<file path="src/hdl/t2b_pkg.sv">
// Shared constants and types for the second timer and its serial-rate partner.
`default_nettype none
package t2b_pkg;

    // Bit positions inside timer_control_register.
    localparam int unsigned CTL_OVF  = 7;
    localparam int unsigned CTL_EXF  = 6;
    localparam int unsigned CTL_RXS  = 5;
    localparam int unsigned CTL_TXS  = 4;
    localparam int unsigned CTL_EXEN = 3;
    localparam int unsigned CTL_RUN  = 2;
    localparam int unsigned CTL_CNT  = 1;
    localparam int unsigned CTL_CAP  = 0;

    // Reset values and the full count.
    localparam logic [7:0]  CTL_RESET = 8'h00;
    localparam logic [15:0] CNT_RESET = 16'h0000;
    localparam logic [15:0] REL_RESET = 16'h0000;
    localparam logic [15:0] CNT_FULL  = 16'hffff;

    // Prescaler periods in oscillator clocks.
    localparam logic [3:0] PRE_TMR_6  = 4'h6;
    localparam logic [3:0] PRE_TMR_12 = 4'hc;
    localparam logic [3:0] PRE_BAUD_6 = 4'h1;
    localparam logic [3:0] PRE_BAUD_12 = 4'h2;
    localparam logic [3:0] PRE_ONE    = 4'h1;
    localparam logic [3:0] PRE_ZERO   = 4'h0;

    // Serial bit rate is the selected overflow rate divided by sixteen.
    localparam logic [3:0] BIT_DIV_LAST = 4'hf;
    localparam logic [3:0] BIT_DIV_ZERO = 4'h0;

    // Setup values for timer use.
    localparam logic [7:0] SET_RELOAD_INT   = 8'h00;
    localparam logic [7:0] SET_RELOAD_EXT   = 8'h08;
    localparam logic [7:0] SET_CAPTURE_INT  = 8'h01;
    localparam logic [7:0] SET_CAPTURE_EXT  = 8'h09;
    localparam logic [7:0] SET_BAUD_BOTH_I  = 8'h34;
    localparam logic [7:0] SET_BAUD_BOTH_E  = 8'h36;
    localparam logic [7:0] SET_BAUD_RX_I    = 8'h24;
    localparam logic [7:0] SET_BAUD_RX_E    = 8'h26;
    localparam logic [7:0] SET_BAUD_TX_I    = 8'h14;
    localparam logic [7:0] SET_BAUD_TX_E    = 8'h16;

    // Setup values for counter use.
    localparam logic [7:0] SET_CNT_RELOAD_I = 8'h02;
    localparam logic [7:0] SET_CNT_RELOAD_E = 8'h0a;
    localparam logic [7:0] SET_CNT_CAPT_I   = 8'h03;
    localparam logic [7:0] SET_CNT_CAPT_E   = 8'h0b;

    // Divider factors for the internal-clock bit rate.
    localparam int unsigned FULL_SCALE = 65536;
    localparam int unsigned N_SIX      = 16;
    localparam int unsigned N_TWELVE   = 32;

    // Register selector on the access port.
    typedef enum logic [2:0] {
        SEL_CTRL,
        SEL_CNT_LO,
        SEL_CNT_HI,
        SEL_REL_LO,
        SEL_REL_HI
    } t2b_sel_e;

    // Reload value for a wanted bit rate with the internal clock.
    function automatic logic [15:0] t2b_reload_for(
        input int unsigned osc_hz,
        input int unsigned n,
        input int unsigned rate
    );
        int unsigned dv;
        dv = osc_hz / (n * rate);
        return 16'(FULL_SCALE - dv);
    endfunction

endpackage
`default_nettype wire

</file>
<file path="src/hdl/t2b_link_if.sv">
// Link between the timer and its serial-rate and register-access partner.
`timescale 1ns/10ps
`default_nettype none
interface t2b_link_if;
    logic               reg_wr;
    logic               reg_rd;
    t2b_pkg::t2b_sel_e  reg_sel;
    logic [7:0]         reg_wdata;
    logic [7:0]         reg_rdata;
    logic               reg_rvalid;
    logic               t1_ovf;
    logic               tx_tick;
    logic               rx_tick;

    modport dev (
        input  reg_wr,
        input  reg_rd,
        input  reg_sel,
        input  reg_wdata,
        input  t1_ovf,
        output reg_rdata,
        output reg_rvalid,
        output tx_tick,
        output rx_tick
    );

    modport host (
        output reg_wr,
        output reg_rd,
        output reg_sel,
        output reg_wdata,
        output t1_ovf,
        input  reg_rdata,
        input  reg_rvalid,
        input  tx_tick,
        input  rx_tick
    );
endinterface
`default_nettype wire

</file>
<file path="src/hdl/t2b_timer.sv">
// Sixteen-bit timer with reload, capture and baud generation modes.
//
// How it works
// - mode from select bits, capture bit, run
// - transmit rate from timer one or here
// - receive rate from timer one or here
// - transmit and receive selects act independently
// - baud mode overflow reloads from reload pair
// - bit rate is overflow rate over sixteen
// - timer mode counts every six or twelve
// - baud mode counts every one or two
// - internal bit rate osc over n times span
// - external count pin may clock the counter
// - software derives reload from wanted rate
// - baud overflow never sets overflow flag
// - baud trigger edge sets flag, no reload
// - software avoids counter access in baud
// - software reads but never writes reload
// - software stops timer before any access; guard still passes reload reads in baud
// - timer setup values for control register
// - counter setup values for control register
// - run bit set by separate write, except in baud setup values
// - trigger edge reloads or captures outside baud
// - select bits force reload, ignore capture
// - overflow flag set by hardware, software clears
`timescale 1ns/10ps
`default_nettype none
module t2b_timer (
    input  wire logic  mclk,
    input  wire logic  rst_n,
    input  wire logic  six_clock_mode,
    input  wire logic  count_input_pin,
    input  wire logic  ext_trigger_pin,
    t2b_link_if.dev    link,
    output logic       overflow_flag,
    output logic       ext_trigger_flag
);

    localparam int unsigned NPIN = 2;

    logic [NPIN-1:0] pin_raw;
    logic [NPIN-1:0] pin_fall;
    logic [7:0]      ctl_q;
    logic [7:0]      ctl_d;
    logic [15:0]     cnt_q;
    logic [15:0]     cnt_d;
    logic [15:0]     rel_q;
    logic [15:0]     rel_d;
    logic [3:0]      pre_q;
    logic [3:0]      pre_d;
    logic [3:0]      period;
    logic [7:0]      rdata_q;
    logic [7:0]      rdata_d;
    logic            rvalid_q;
    logic            tx_tick_q;
    logic            tx_tick_d;
    logic            rx_tick_q;
    logic            rx_tick_d;
    logic            baud;
    logic            run;
    logic            pre_en;
    logic            tick;
    logic            ovf;
    logic            trig;
    logic [7:0]      lo_inc;
    logic [7:0]      hi_inc;

    // Pin 0 is the count input, pin 1 the trigger input.
    assign pin_raw = {ext_trigger_pin, count_input_pin};

    // Each pin passes three flops; a level counts once flops two and three agree.
    for (genvar i = 0; i < NPIN; i++) begin : g_pin
        logic s1_q;
        logic s2_q;
        logic s3_q;
        logic lvl_q;
        logic lvl_d;
        always_comb begin
            lvl_d = (s2_q == s3_q) ? s2_q : lvl_q;
        end
        always_ff @(posedge mclk) begin
            if (!rst_n) begin
                s1_q  <= 1'b1;
                s2_q  <= 1'b1;
                s3_q  <= 1'b1;
                lvl_q <= 1'b1;
            end else begin
                s1_q  <= pin_raw[i];
                s2_q  <= s1_q;
                s3_q  <= s2_q;
                lvl_q <= lvl_d;
            end
        end
        assign pin_fall[i] = lvl_q & ~lvl_d;
    end

    // Mode decode and count enable.
    always_comb begin
        baud = ctl_q[t2b_pkg::CTL_RXS] | ctl_q[t2b_pkg::CTL_TXS];
        run  = ctl_q[t2b_pkg::CTL_RUN];
        if (baud) begin
            period = six_clock_mode ? t2b_pkg::PRE_BAUD_6
                                    : t2b_pkg::PRE_BAUD_12;
        end else begin
            period = six_clock_mode ? t2b_pkg::PRE_TMR_6
                                    : t2b_pkg::PRE_TMR_12;
        end
        pre_en = (pre_q >= period - t2b_pkg::PRE_ONE);
        if (!run || pre_en) begin
            pre_d = t2b_pkg::PRE_ZERO;
        end else begin
            pre_d = pre_q + t2b_pkg::PRE_ONE;
        end
        // The external pin replaces the prescaler when counting events.
        tick = run & (ctl_q[t2b_pkg::CTL_CNT] ? pin_fall[0] : pre_en);
        ovf  = tick & (cnt_q == t2b_pkg::CNT_FULL);
        trig = ctl_q[t2b_pkg::CTL_EXEN] & pin_fall[1];
    end

    // Counter, reload pair and control register next values.
    always_comb begin
        lo_inc = cnt_q[7:0] + 8'h01;
        hi_inc = cnt_q[15:8] + {7'h00, cnt_q[7:0] == 8'hff};
        cnt_d  = cnt_q;
        rel_d  = rel_q;
        ctl_d  = ctl_q;
        if (tick) begin
            if (ovf && (baud || !ctl_q[t2b_pkg::CTL_CAP])) begin
                cnt_d = rel_q;
            end else begin
                cnt_d = {hi_inc, lo_inc};
            end
        end
        // Trigger edges reload or capture only outside baud generation.
        if (trig && !baud) begin
            if (ctl_q[t2b_pkg::CTL_CAP]) begin
                rel_d = cnt_q;
            end else begin
                cnt_d = rel_q;
            end
        end
        // Software writes land here; a hardware set in the same cycle wins.
        if (link.reg_wr) begin
            unique case (link.reg_sel)
                t2b_pkg::SEL_CTRL:   ctl_d = link.reg_wdata;
                t2b_pkg::SEL_CNT_LO: cnt_d[7:0] = link.reg_wdata;
                t2b_pkg::SEL_CNT_HI: cnt_d[15:8] = link.reg_wdata;
                t2b_pkg::SEL_REL_LO: rel_d[7:0] = link.reg_wdata;
                t2b_pkg::SEL_REL_HI: rel_d[15:8] = link.reg_wdata;
                default: ;
            endcase
        end
        if (ovf && !baud) begin
            ctl_d[t2b_pkg::CTL_OVF] = 1'b1;
        end
        if (trig) begin
            ctl_d[t2b_pkg::CTL_EXF] = 1'b1;
        end
    end

    // Read data and rate ticks toward the serial side.
    always_comb begin
        unique case (link.reg_sel)
            t2b_pkg::SEL_CTRL:   rdata_d = ctl_q;
            t2b_pkg::SEL_CNT_LO: rdata_d = cnt_q[7:0];
            t2b_pkg::SEL_CNT_HI: rdata_d = cnt_q[15:8];
            t2b_pkg::SEL_REL_LO: rdata_d = rel_q[7:0];
            t2b_pkg::SEL_REL_HI: rdata_d = rel_q[15:8];
            default:             rdata_d = 8'h00;
        endcase
        if (!link.reg_rd) begin
            rdata_d = rdata_q;
        end
        // Each direction picks its source on its own select bit.
        tx_tick_d = ctl_q[t2b_pkg::CTL_TXS] ? ovf : link.t1_ovf;
        rx_tick_d = ctl_q[t2b_pkg::CTL_RXS] ? ovf : link.t1_ovf;
    end

    // State registers.
    always_ff @(posedge mclk) begin
        if (!rst_n) begin
            ctl_q     <= t2b_pkg::CTL_RESET;
            cnt_q     <= t2b_pkg::CNT_RESET;
            rel_q     <= t2b_pkg::REL_RESET;
            pre_q     <= t2b_pkg::PRE_ZERO;
            rdata_q   <= 8'h00;
            rvalid_q  <= 1'b0;
            tx_tick_q <= 1'b0;
            rx_tick_q <= 1'b0;
        end else begin
            ctl_q     <= ctl_d;
            cnt_q     <= cnt_d;
            rel_q     <= rel_d;
            pre_q     <= pre_d;
            rdata_q   <= rdata_d;
            rvalid_q  <= link.reg_rd;
            tx_tick_q <= tx_tick_d;
            rx_tick_q <= rx_tick_d;
        end
    end

    // Outputs.
    assign link.reg_rdata  = rdata_q;
    assign link.reg_rvalid = rvalid_q;
    assign link.tx_tick    = tx_tick_q;
    assign link.rx_tick    = rx_tick_q;
    assign overflow_flag    = ctl_q[t2b_pkg::CTL_OVF];
    assign ext_trigger_flag = ctl_q[t2b_pkg::CTL_EXF];

endmodule // t2b_timer
`default_nettype wire

</file>
<file path="src/flat_wrapper.sv">
// flat-port wrapper written by rule: the top's interface ports become plain ports
module t2b_timer_flat 
  (mclk, rst_n, six_clock_mode, count_input_pin, ext_trigger_pin, overflow_flag, ext_trigger_flag, link_reg_wr, link_reg_rd, link_reg_sel, link_reg_wdata, link_t1_ovf, link_reg_rdata, link_reg_rvalid, link_tx_tick, link_rx_tick);
  t2b_link_if link_i ();
  input  wire logic mclk;
  input  wire logic rst_n;
  input  wire logic six_clock_mode;
  input  wire logic count_input_pin;
  input  wire logic ext_trigger_pin;
  output logic overflow_flag;
  output logic ext_trigger_flag;
  input wire logic [$bits(link_i.reg_wr)-1:0] link_reg_wr;
  input wire logic [$bits(link_i.reg_rd)-1:0] link_reg_rd;
  input wire logic [$bits(link_i.reg_sel)-1:0] link_reg_sel;
  input wire logic [$bits(link_i.reg_wdata)-1:0] link_reg_wdata;
  input wire logic [$bits(link_i.t1_ovf)-1:0] link_t1_ovf;
  output wire logic [$bits(link_i.reg_rdata)-1:0] link_reg_rdata;
  output wire logic [$bits(link_i.reg_rvalid)-1:0] link_reg_rvalid;
  output wire logic [$bits(link_i.tx_tick)-1:0] link_tx_tick;
  output wire logic [$bits(link_i.rx_tick)-1:0] link_rx_tick;
  assign link_i.reg_wr = link_reg_wr;
  assign link_i.reg_rd = link_reg_rd;
  assign link_i.reg_sel = link_reg_sel;
  assign link_i.reg_wdata = link_reg_wdata;
  assign link_i.t1_ovf = link_t1_ovf;
  assign link_reg_rdata = link_i.reg_rdata;
  assign link_reg_rvalid = link_i.reg_rvalid;
  assign link_tx_tick = link_i.tx_tick;
  assign link_rx_tick = link_i.rx_tick;
  t2b_timer u_core (.mclk(mclk), .rst_n(rst_n), .six_clock_mode(six_clock_mode), .count_input_pin(count_input_pin), .ext_trigger_pin(ext_trigger_pin), .link(link_i), .overflow_flag(overflow_flag), .ext_trigger_flag(ext_trigger_flag));
endmodule
</file>
<file path="config.mk">
export PLATFORM = sky130hd
export DESIGN_NAME = t2b_timer_flat
export DESIGN_NICKNAME = d
export VERILOG_FILES = /design/src/hdl/t2b_pkg.sv /design/src/hdl/t2b_link_if.sv /design/src/hdl/t2b_timer.sv /design/src/flat_wrapper.sv
export SDC_FILE = /design/constraint.sdc
export NUM_CORES = 1
export LEC_CHECK = 0
export BUFFER_PORTS_ARGS = -buffer_cell sky130_fd_sc_hd__buf_2
export CORE_MARGIN = 2
export CORE_UTILIZATION = 52
export DETAILED_ROUTE_END_ITERATION = 16
export PLACE_DENSITY_LB_ADDON = 0.25
export SLEW_MARGIN = 0
export SYNTH_ARGS = -nofsm -noshare
export SYNTH_HDL_FRONTEND = slang
export SYNTH_SLANG_ARGS = --single-unit
</file>
<file path="constraint.sdc">
create_clock -name mclk -period 2.3 [get_ports mclk]
set_input_delay 0 -clock mclk [delete_from_list [all_inputs] [get_ports mclk]]
set_output_delay 0 -clock mclk [all_outputs]
set_load 0.03 [all_outputs]
</file>
### Word-level counts from Yosys, hierarchy flattened

Cells that the tools add are included.

* bits in latches: 0
* memories kept: 0
* output and inout port bits: 13
* bits in writable memories: 0
* register bits: 63
* memory bits (read-only): 0

* muxes and demuxes: 25
* divide/modulo/power cells: 0
* shift operators: 0
* eq/ne operators: 8
* magnitude comparators: 1
* $add $sub $neg: 4
* reduce and logical (&&, ||, !) cells: 17
* multipliers: 0
* bitwise logic cells: 9

Operator list (count)
* $mux 16: 8
* $mux 8: 6
* $pmux 8 s5: 1
* $eq 16x16->1 const B: 1
* $add 8x1->8: 1
* $add 8x1->8 const B: 1
* $eq 8x8->1 const B: 1
* $mux 4: 2
* $reduce_bool 2->1: 4
* $mux 1: 7
* $eq 3x2->1 const B: 2
* $reduce_and 2->1: 3
* $and 1x1->1: 5
* $add 4x1->4 const B: 1
* $ge 4x4->1: 1
* $sub 4x1->4 const B: 1
* $eq 3x1->1 const B: 1
* $eq 3x3->1 const B: 1
* $logic_and 1x1->1: 3
* $logic_not 1->1: 3
* $logic_not 3->1: 1
* $not 1->1: 3
* $eq 1x1->1: 2
* $logic_or 1x1->1: 2
* other kinds (3): 3

### Longest topological paths before layout

Gate-level depths: netlist of the first run.

* depth in word-level cells: 14
* depth in mapped cells: 12
* depth with buffers taken out: 10

### Least setup slack after synthesis of the first run

No wires, ideal clock.

* kind: reg2reg
* from: register u_core.ctl_q[5]
* to: register u_core.cnt_q[15]
* arrival: 2.239 ns
* path buffers: 2
* path slack: -0.065 ns
* cell stages (with the launch flop): 11
* data required time: 2.173 ns
* path through: dfxtp_1 clkbuf_8 or3_1 ha_1 o211ai_1 o211ai_2 nand2_1 buf_2 or3_1 o221ai_1 o22ai_1

* cells in the longest elaborated chain, start to end: 14

Ends and longest elaborated chain
* start: declaration: RTL line t2b_timer.sv:43 `logic [7:0] ctl_q;`
* start signal: assignment: RTL line t2b_timer.sv:182 `ctl_q <= t2b_pkg::CTL_RESET;`
* start signal: assignment: RTL line t2b_timer.sv:191 `ctl_q <= ctl_d;`
* $or 1x1->1 (*): RTL line t2b_timer.sv:99 `baud = ctl_q[t2b_pkg::CTL_RXS] | ctl_q[t2b_pkg::CTL_TXS];`
* $mux 4: RTL line t2b_timer.sv:101 `if (baud) begin`
* $sub 4x1->4: RTL line t2b_timer.sv:108 `pre_en = (pre_q >= period - t2b_pkg::PRE_ONE);`
* $ge 4x4->1: RTL line t2b_timer.sv:108
* $mux 1: RTL line t2b_timer.sv:115 `tick = run & (ctl_q[t2b_pkg::CTL_CNT] ? pin_fall[0] : pre_en);`
* $and 1x1->1: RTL line t2b_timer.sv:115
* $and 1x1->1: RTL line t2b_timer.sv:116 `ovf = tick & (cnt_q == t2b_pkg::CNT_FULL);`
* $logic_and 1x1->1: RTL line t2b_timer.sv:128 `if (ovf && (baud || !ctl_q[t2b_pkg::CTL_CAP])) begin`
* $mux 16: RTL line t2b_timer.sv:128
* $mux 16: RTL line t2b_timer.sv:127 `if (tick) begin`
* $mux 16: RTL line t2b_timer.sv:136 `if (ctl_q[t2b_pkg::CTL_CAP]) begin`
* $mux 16 (*): RTL line t2b_timer.sv:135 `if (trig && !baud) begin`
* $mux 8: RTL line t2b_timer.sv:144 `unique case (link.reg_sel)`
* $mux 16 (*): RTL line t2b_timer.sv:143 `if (link.reg_wr) begin`
* end signal: assignment: RTL line t2b_timer.sv:183 `cnt_q <= t2b_pkg::CNT_RESET;`
* end signal: assignment: RTL line t2b_timer.sv:192 `cnt_q <= cnt_d;`
* end: declaration: RTL line t2b_timer.sv:45 `logic [15:0] cnt_q;`

Every way passes the cells marked *; elsewhere a longest branch is shown, timed or not.
A chain may end at the register's enable or synchronous reset.

### Worst setup path in the final report of the first run

* from: register u_core.ctl_q[4]
* to: register u_core.cnt_q[5]

The elaborated chain is that of the path after synthesis.

==> qor.csv, run 1 <==
stage,metric,value,unit
cts,clock_sinks,63,
logic_synthesis,ys.flop_type,dfxtp_1,
global_route,gr-total-overflow,0,
logic_synthesis,syn_inst,411,
finish,finalNonFillerCells,583,
placed_design,io_buffers,31,
finish,post-route-util,67.6,%
route,drtAntennaViolNets,0,
sta,fin_hold_ws,0.0363,ns
route,vias,3563,
finish,fin_nets,509,
power,finalPower,2500,uW
power,pwr-share-clk,42.9,%
sta,hold_violations,0,
worst_setup_path,required,2.55,ns
worst_setup_path,worstPathArrival,2.61,ns
placed_design,dp_hpwl,7710,um
sta,maxSlewHeadroom,58.0,%
status,status,"finished, violations left",
route,wl_per_cell,19.2,um
sta,fin_skew,0.0146,ns
job,max_cap_viol_count,0,
logic_synthesis,syn_area_per_cell,8.89,um^2
global_route,antenna_found_initial,0,
route,dr.pass1.iters,5,
finish,final_common_cell,dfxtp_1,
power,p_sw_share,26.0,%
die,die_h,87.8,um
worst_setup_path,cp_max_fo,8,
power,comb_power_share,11.1,%
cts,cts_made_buffers,9,
power,cellLeakagePower,0.00209,uW
logic_synthesis,async_flop_share,0,%
finish,final_cell_mix,"dfxtp_1 (61), buf_4 (38), mux2i_1 (37), nand2_1 (33), buf_2 (32)",
cts,clkSlewWorstSetupHoldPaths,0.07,ns
finish,syn2layout_area_growth,25.7,%
die,row_count,30,
power,vdd.ir_drop.worst,0.239,mV
logic_synthesis,syn_nets,438,
status,violations,negative setup slack,
die,die-area,7710,um^2
global_route,grt_first_pass_wirelength,17500,um
worst_setup_path,slowest_delay,0.35,ns
finish,fillers,548,
power,power_frac_seq,46.0,%
route,drt-total-wl,11200,um
logic_synthesis,syn_area,3650,um^2
cts,insertion_delay,0.36,ns
logic_synthesis,yosysWarnings,0,
placed_design,dp_cells,550,
sta,final-setup-viol-count,10,
placed_design,gp_congestion,0.966,
finish,multiInputGateArea,2340,um^2
cts,cts_max_path_buffers,2,
sta,max_freq,423,MHz
logic_synthesis,synth-edff-count,0,
route,drc,0,
power,p_sw,649,uW
worst_setup_path,crit_chain,or3_1 -> ha_1 -> o211ai_1 -> o211ai_2 -> and2_4 -> buf_6 -> a41o_2 -> a32o_1,
worst_setup_path,critPathSlowestCell,or3_1,
worst_setup_path,cp-end-kind,register,
logic_synthesis,ys_seq_area_share,34.5,%
finish,layout-drive-gt1-share,27.1,%
die,initial_core_util,53.8,%
global_route,grt_max_degree,32,
cts,cts.htree.levels,3,
sta,fin_crit,2.36,ns
sta,rsz0062_at_grt,yes,
hold_path,holdCritPathClass,in -> reg,
die,die_w,87.8,um
global_route,grt_usage,30.0,%
worst_setup_path,critical_path_class,reg -> reg,
route,drtIter0Drc,319,
die,coreArea,6790,um^2
worst_setup_path,start_kind,register,
route,viasPerCell,6.11,
cts,cts_tree,done,
power,powerDensity,544,nW/um^2
sta,tns,-0.324,ns
die,num_io_pins,32,
logic_synthesis,ys_seq_elements,63,
power,internal-power,1850,uW
finish,final-seq-area,1260,um^2
finish,num_antenna_cells,0,
sta,fin_crit_sh,103,%
logic_synthesis,synthDistinctLibCells,68,
sta,setup_ws,-0.0623,ns
cts,root_buffer,clkbuf_8,
global_route,grt_pass1_vias,3411,
sta,tightest_slew,0.630,ns
sta,drv_slew,0,
==> metrics by stage <==
step,cell area [um^2],setup slack (ns)
finish,4590,-0.0623
global route,4590,-0.139
CTS,4500,-0.0380
detailed placement,4070,-0.201
global placement,4070,-0.155
floorplan,3670,-0.0479
==> worst max-delay path: cells and delay by family (launching register included) <==
family	cells	cell delay (ns)
AOI/OAI and AO/OA	4	0.91
and+or+nand+nor	2	0.59
DFF	1	0.33
adders and majority gates	1	0.29
buffers and inverters	1	0.14
==> what timing repair did <==
action / CTS / global route
endpoints found under the hold margin: 19 / 0
hold buffers: 10 / 0
pin swaps: 7 / 8
buffers inserted: 7 / 1
endpoints found under the setup margin: 19 / 23
resized for setup: 16 / 22
gates cloned: 0 / 1
==> state kept, by name (all words and copies together), names as in the netlist <==
signal and cells:
u_core.cnt_q 16, u_core.rel_q 16, u_core.ctl_q 8, u_core.link.reg_rdata 8
u_core.pre_q 4, u_core.g_pin.lvl_q 2, u_core.g_pin.s1_q 2, u_core.g_pin.s2_q 2
u_core.g_pin.s3_q 2, u_core.link.reg_rvalid 1, u_core.link.rx_tick 1, u_core.link.tx_tick 1
==> logic make-up after synthesis <==
family | share of synthesized area, %
and+or+nand+nor | 22.1
AOI/OAI and AO/OA | 22.8
DFF | 34.5
muxes | 11.4
buffers and inverters | 5.24
adders and majority gates | 2.74
xor gates and xnor gates | 1.20
==> layout make-up <==
| class | instances | share of cell area [%] |
|---|---|---|
| clock buffers | 10 | 2.78 |
| clock inverters | 6 | 1.85 |
| inverters | 8 | 0.654 |
| multi-input cells | 313 | 51.0 |
| flip-flops and latches | 63 | 27.5 |
| well taps | 96 | 2.62 |
| repair buffers | 87 | 13.6 |
==> routing by layer <==
layer	vias up	wire length (um)	global-route usage, %
li1	1661	-	-
met1	1707	4880	40.0
met2	163	5170	48.2
met3	32	840	5.37
met4	0	302	12.0
met5	-	0	0
==> synth_stat cells (8+ instances only) <==
cell type	n	area [um^2]
nand3_1	20	100
o21ai_0	16	80.1
o211a_1	18	180
nor2b_1	22	138
nand2_1	34	128
nor2_1	21	78.8
mux2i_1	37	370
clkbuf_1	14	52.6
dfxtp_1	63	1260
a21oi_1	29	145
ha_1	8	100
o22ai_1	9	56.3
nand2b_1	9	56.3
inv_1	8	30.0
==> worst paths after layout <==
check                                       endpoint                 start  depth (start not counted)  slack (ns)
worst max-delay path                 u_core.cnt_q[5]       u_core.ctl_q[4]                          8       -0.06
worst min register to register  u_core.g_pin[1].s2_q  u_core.g_pin[1].s1_q                          1        0.41
worst min-delay path                 u_core.rel_q[2]     link_reg_wdata[2]                          2        0.04
worst max register to register       u_core.cnt_q[5]       u_core.ctl_q[4]                          8       -0.06
==> power groups by stage <==
stage          clock [uW]  combinational, uW  sequential, uW
2_1_floorplan           0                142            1180
3_3_place_gp            0                239            1170
3_5_place_dp            0                245            1170
4_1_cts              1080                272            1150
5_1_grt              1130                299            1150
6_report             1070                278            1150
(Power assumes the default switching activity.)
==> run 2, diff against run 1 <==
- RECOVER_POWER: unset -> 25
==> qor.csv, run 2 (synthesis gave the netlist of run 1 again) <==
stage,metric,value,unit,change
hold_path,worstHoldStart,link_reg_wdata[2],,
route,wl_per_cell,19.3,um,+0.29%
sta,fin_skew,0.0140,ns,-0.000622 ns
sta,max_freq,423,MHz,about the same
status,violations,negative setup slack,,
placed_design,io_buffers,31,,unchanged
cts,clock_sinks,63,,unchanged
finish,fillers,555,,+1.3%
placed_design,dp_cells,550,,unchanged
worst_setup_path,r2r_setup_slack,-0.06,ns,about the same
job,max_cap_viol_count,0,,unchanged
die,row_count,30,,unchanged
cts,cts_tree,done,,
finish,multiInputGateArea,2340,um^2,unchanged
cts,cts_made_buffers,9,,unchanged
route,viasPerCell,6.10,,-0.22%
placed_design,dp_hpwl,7710,um,unchanged
power,power_frac_seq,46.1,%,about the same
hold_path,holdCritPathClass,in -> reg,,
sta,tightest_slew,0.627,ns,-0.00292 ns
sta,tns,-0.367,ns,-0.0426 ns
hold_path,hold_depth,2,,unchanged
sta,rsz0062_at_grt,yes,,
worst_setup_path,rr_worst_depth,8,,unchanged
route,dr.pass1.iters,5,,unchanged
sta,fin_hold_ws,0.0383,ns,+0.00199 ns
global_route,grt_first_pass_wirelength,17500,um,unchanged
cts,cts.htree.levels,3,,unchanged
worst_setup_path,required,2.55,ns,about the same
finish,syn2layout_area_growth,25.3,%,
route,m1WireLength,4820,um,-1.2%
power,p_sw_share,25.9,%,-0.042 points
global_route,grt_max_degree,32,,unchanged
finish,top_regs,"u_core.cnt_q: 16 flops, u_core.rel_q: 16 flops",,
power,cellLeakagePower,0.00207,uW,-1.3%
power,internal-power,1850,uW,-0.11%
die,num_io_pins,32,,unchanged
power,vdd.ir_drop.worst,0.238,mV,-0.44%
worst_setup_path,r2r-end,u_core.cnt_q[5],,
worst_setup_path,slowest_delay,0.35,ns,about the same
die,die_h,87.8,um,unchanged
sta,fin_crit_sh,103,%,about the same
die,initial_core_util,53.8,%,unchanged
cts,root_buffer,clkbuf_8,,
power,pwr-share-clk,42.9,%,about the same
finish,finalNonFillerCells,583,,unchanged
die,die-area,7710,um^2,unchanged
die,die_w,87.8,um,unchanged
global_route,antenna_found_initial,0,,unchanged
die,coreArea,6790,um^2,unchanged
placed_design,place_ws,-0.201,ns,unchanged
route,route.met2.wl,5210,um,+0.77%
finish,fin_nets,509,,unchanged
placed_design,gp_congestion,0.966,,unchanged
cts,cts_max_path_buffers,2,,unchanged
sta,setup_ws,-0.0644,ns,-0.00210 ns
route,drtIter0Drc,322,,+0.94%
sta,hold_violations,0,,unchanged
worst_setup_path,worstPathArrival,2.61,ns,about the same
cts,insertion_delay,0.36,ns,about the same
finish,final_cell_mix,"dfxtp_1 (61), mux2i_1 (37), buf_4 (36), nand2_1 (33), buf_2 (27)",,
worst_setup_path,crit_chain,or3_1 -> ha_1 -> o211ai_1 -> o211ai_2 -> and2_4 -> buf_6 -> a41o_2 -> a32o_1,,
route,vias,3555,,-0.22%
worst_setup_path,reg2reg_from,u_core.ctl_q[4],,
sta,drv_slew,0,,unchanged
worst_setup_path,start_kind,register,,
hold_path,hold-path-endpoint,u_core.rel_q[2],,
global_route,gr-total-overflow,0,,unchanged
route,route.met3.wl,907,um,+8.0%
finish,layout-drive-gt1-share,25.7,%,-1.4 points
route,highest_layer,met4,,
sta,maxSlewHeadroom,58.2,%,+0.19 points
sta,fin_crit,2.36,ns,+0.00210 ns
power,powerDensity,545,nW/um^2,+0.13%
power,p_sw,647,uW,-0.33%
finish,final-seq-area,1260,um^2,unchanged
worst_setup_path,cp_max_fo,8,,unchanged
worst_setup_path,critPathSlowestCell,or3_1,,
global_route,grt_pass1_vias,3411,,unchanged
finish,num_antenna_cells,0,,unchanged
cts,clkSlewWorstSetupHoldPaths,0.07,ns,about the same
power,comb_power_share,11.1,%,about the same
status,status,"finished, violations left",,
route,drt-total-wl,11200,um,+0.29%
route,drc,0,,unchanged
finish,final_common_cell,dfxtp_1,,
global_route,grt_usage,30.0,%,unchanged
route,drtAntennaViolNets,0,,unchanged
worst_setup_path,critical_path_class,reg -> reg,,
sta,final-setup-viol-count,12,,+2
worst_setup_path,cp-end-kind,register,,
run 2: cell types whose count changed in the layout (fill, tap and decap cells not counted):
| cell | delta |
|---|---|
| clkbuf_1 | +7 |
| buf_2 | -5 |
| buf_4 | -2 |
run 2: critical path, delay by kind of cell, from the launching register on:
| kind | cells | cell delay (ns) |
|---|---|---|
| adders and majority gates | 1 | 0.29 |
| DFF | 1 | 0.33 |
| buffers and inverters | 1 | 0.14 |
| and+or+nand+nor | 2 | 0.60 |
| AOI/OAI and AO/OA | 4 | 0.91 |
run 2: layout make-up:
| cell class | instances | share of cell area [%] |
|---|---|---|
| clock buffer | 10 | 2.79 |
| clock inverter | 6 | 1.86 |
| inverter | 8 | 0.656 |
| multi-input combinational | 313 | 51.1 |
| sequential | 63 | 27.6 |
| tap | 96 | 2.62 |
| timing repair buffer | 87 | 13.3 |
run 2: worst max-delay path by stage:
stage / start / end / depth (start not counted)
final: u_core.ctl_q[4] / u_core.cnt_q[5] / 8
after global routing: u_core.ctl_q[4] / u_core.cnt_q[5] / 8
after CTS: u_core.ctl_q[4] / u_core.cnt_q[11] / 8
after detailed placement: u_core.ctl_q[4] / u_core.cnt_q[5] / 8
after global placement: u_core.ctl_q[4] / u_core.ctl_q[7] / 9
after floorplan: u_core.ctl_q[4] / u_core.cnt_q[15] / 10
run 2: repair_timing:
action                                  in CTS  in global routing
endpoints found under the setup margin      19                 23
setup buffers                                7                  1
resized for setup                           16                 22
hold buffers                                10                  0
endpoints found under the hold margin       19                  0
pin swaps                                    7                  8
cloned                                       0                  1
run 2: metal layers:
metal / global-route usage [%] / up-vias
li1: - / 1664
met1: 40.0 / 1686
met2: 48.2 / 176
met3: 5.37 / 29
met4: 12.0 / 0
met5: 0 / -
run 2: power by group through the flow:
stage          combinational [uW]  sequential (uW)  clock, uW
6_report                      276             1150       1070
5_1_grt                       297             1150       1130
4_1_cts                       272             1150       1080
3_5_place_dp                  245             1170          0
2_1_floorplan                 142             1180          0
3_3_place_gp                  239             1170          0
run 2: stage by stage:
step | instance area, um^2 | utilization (%) | power, uW
after global placement | 4070 | 59.9 | 1410
after CTS | 4500 | 66.3 | 2500
final | 4580 | 67.4 | 2500
after global routing | 4580 | 67.4 | 2580
after floorplan | 3670 | - | 1320
after detailed placement | 4070 | 59.9 | 1420
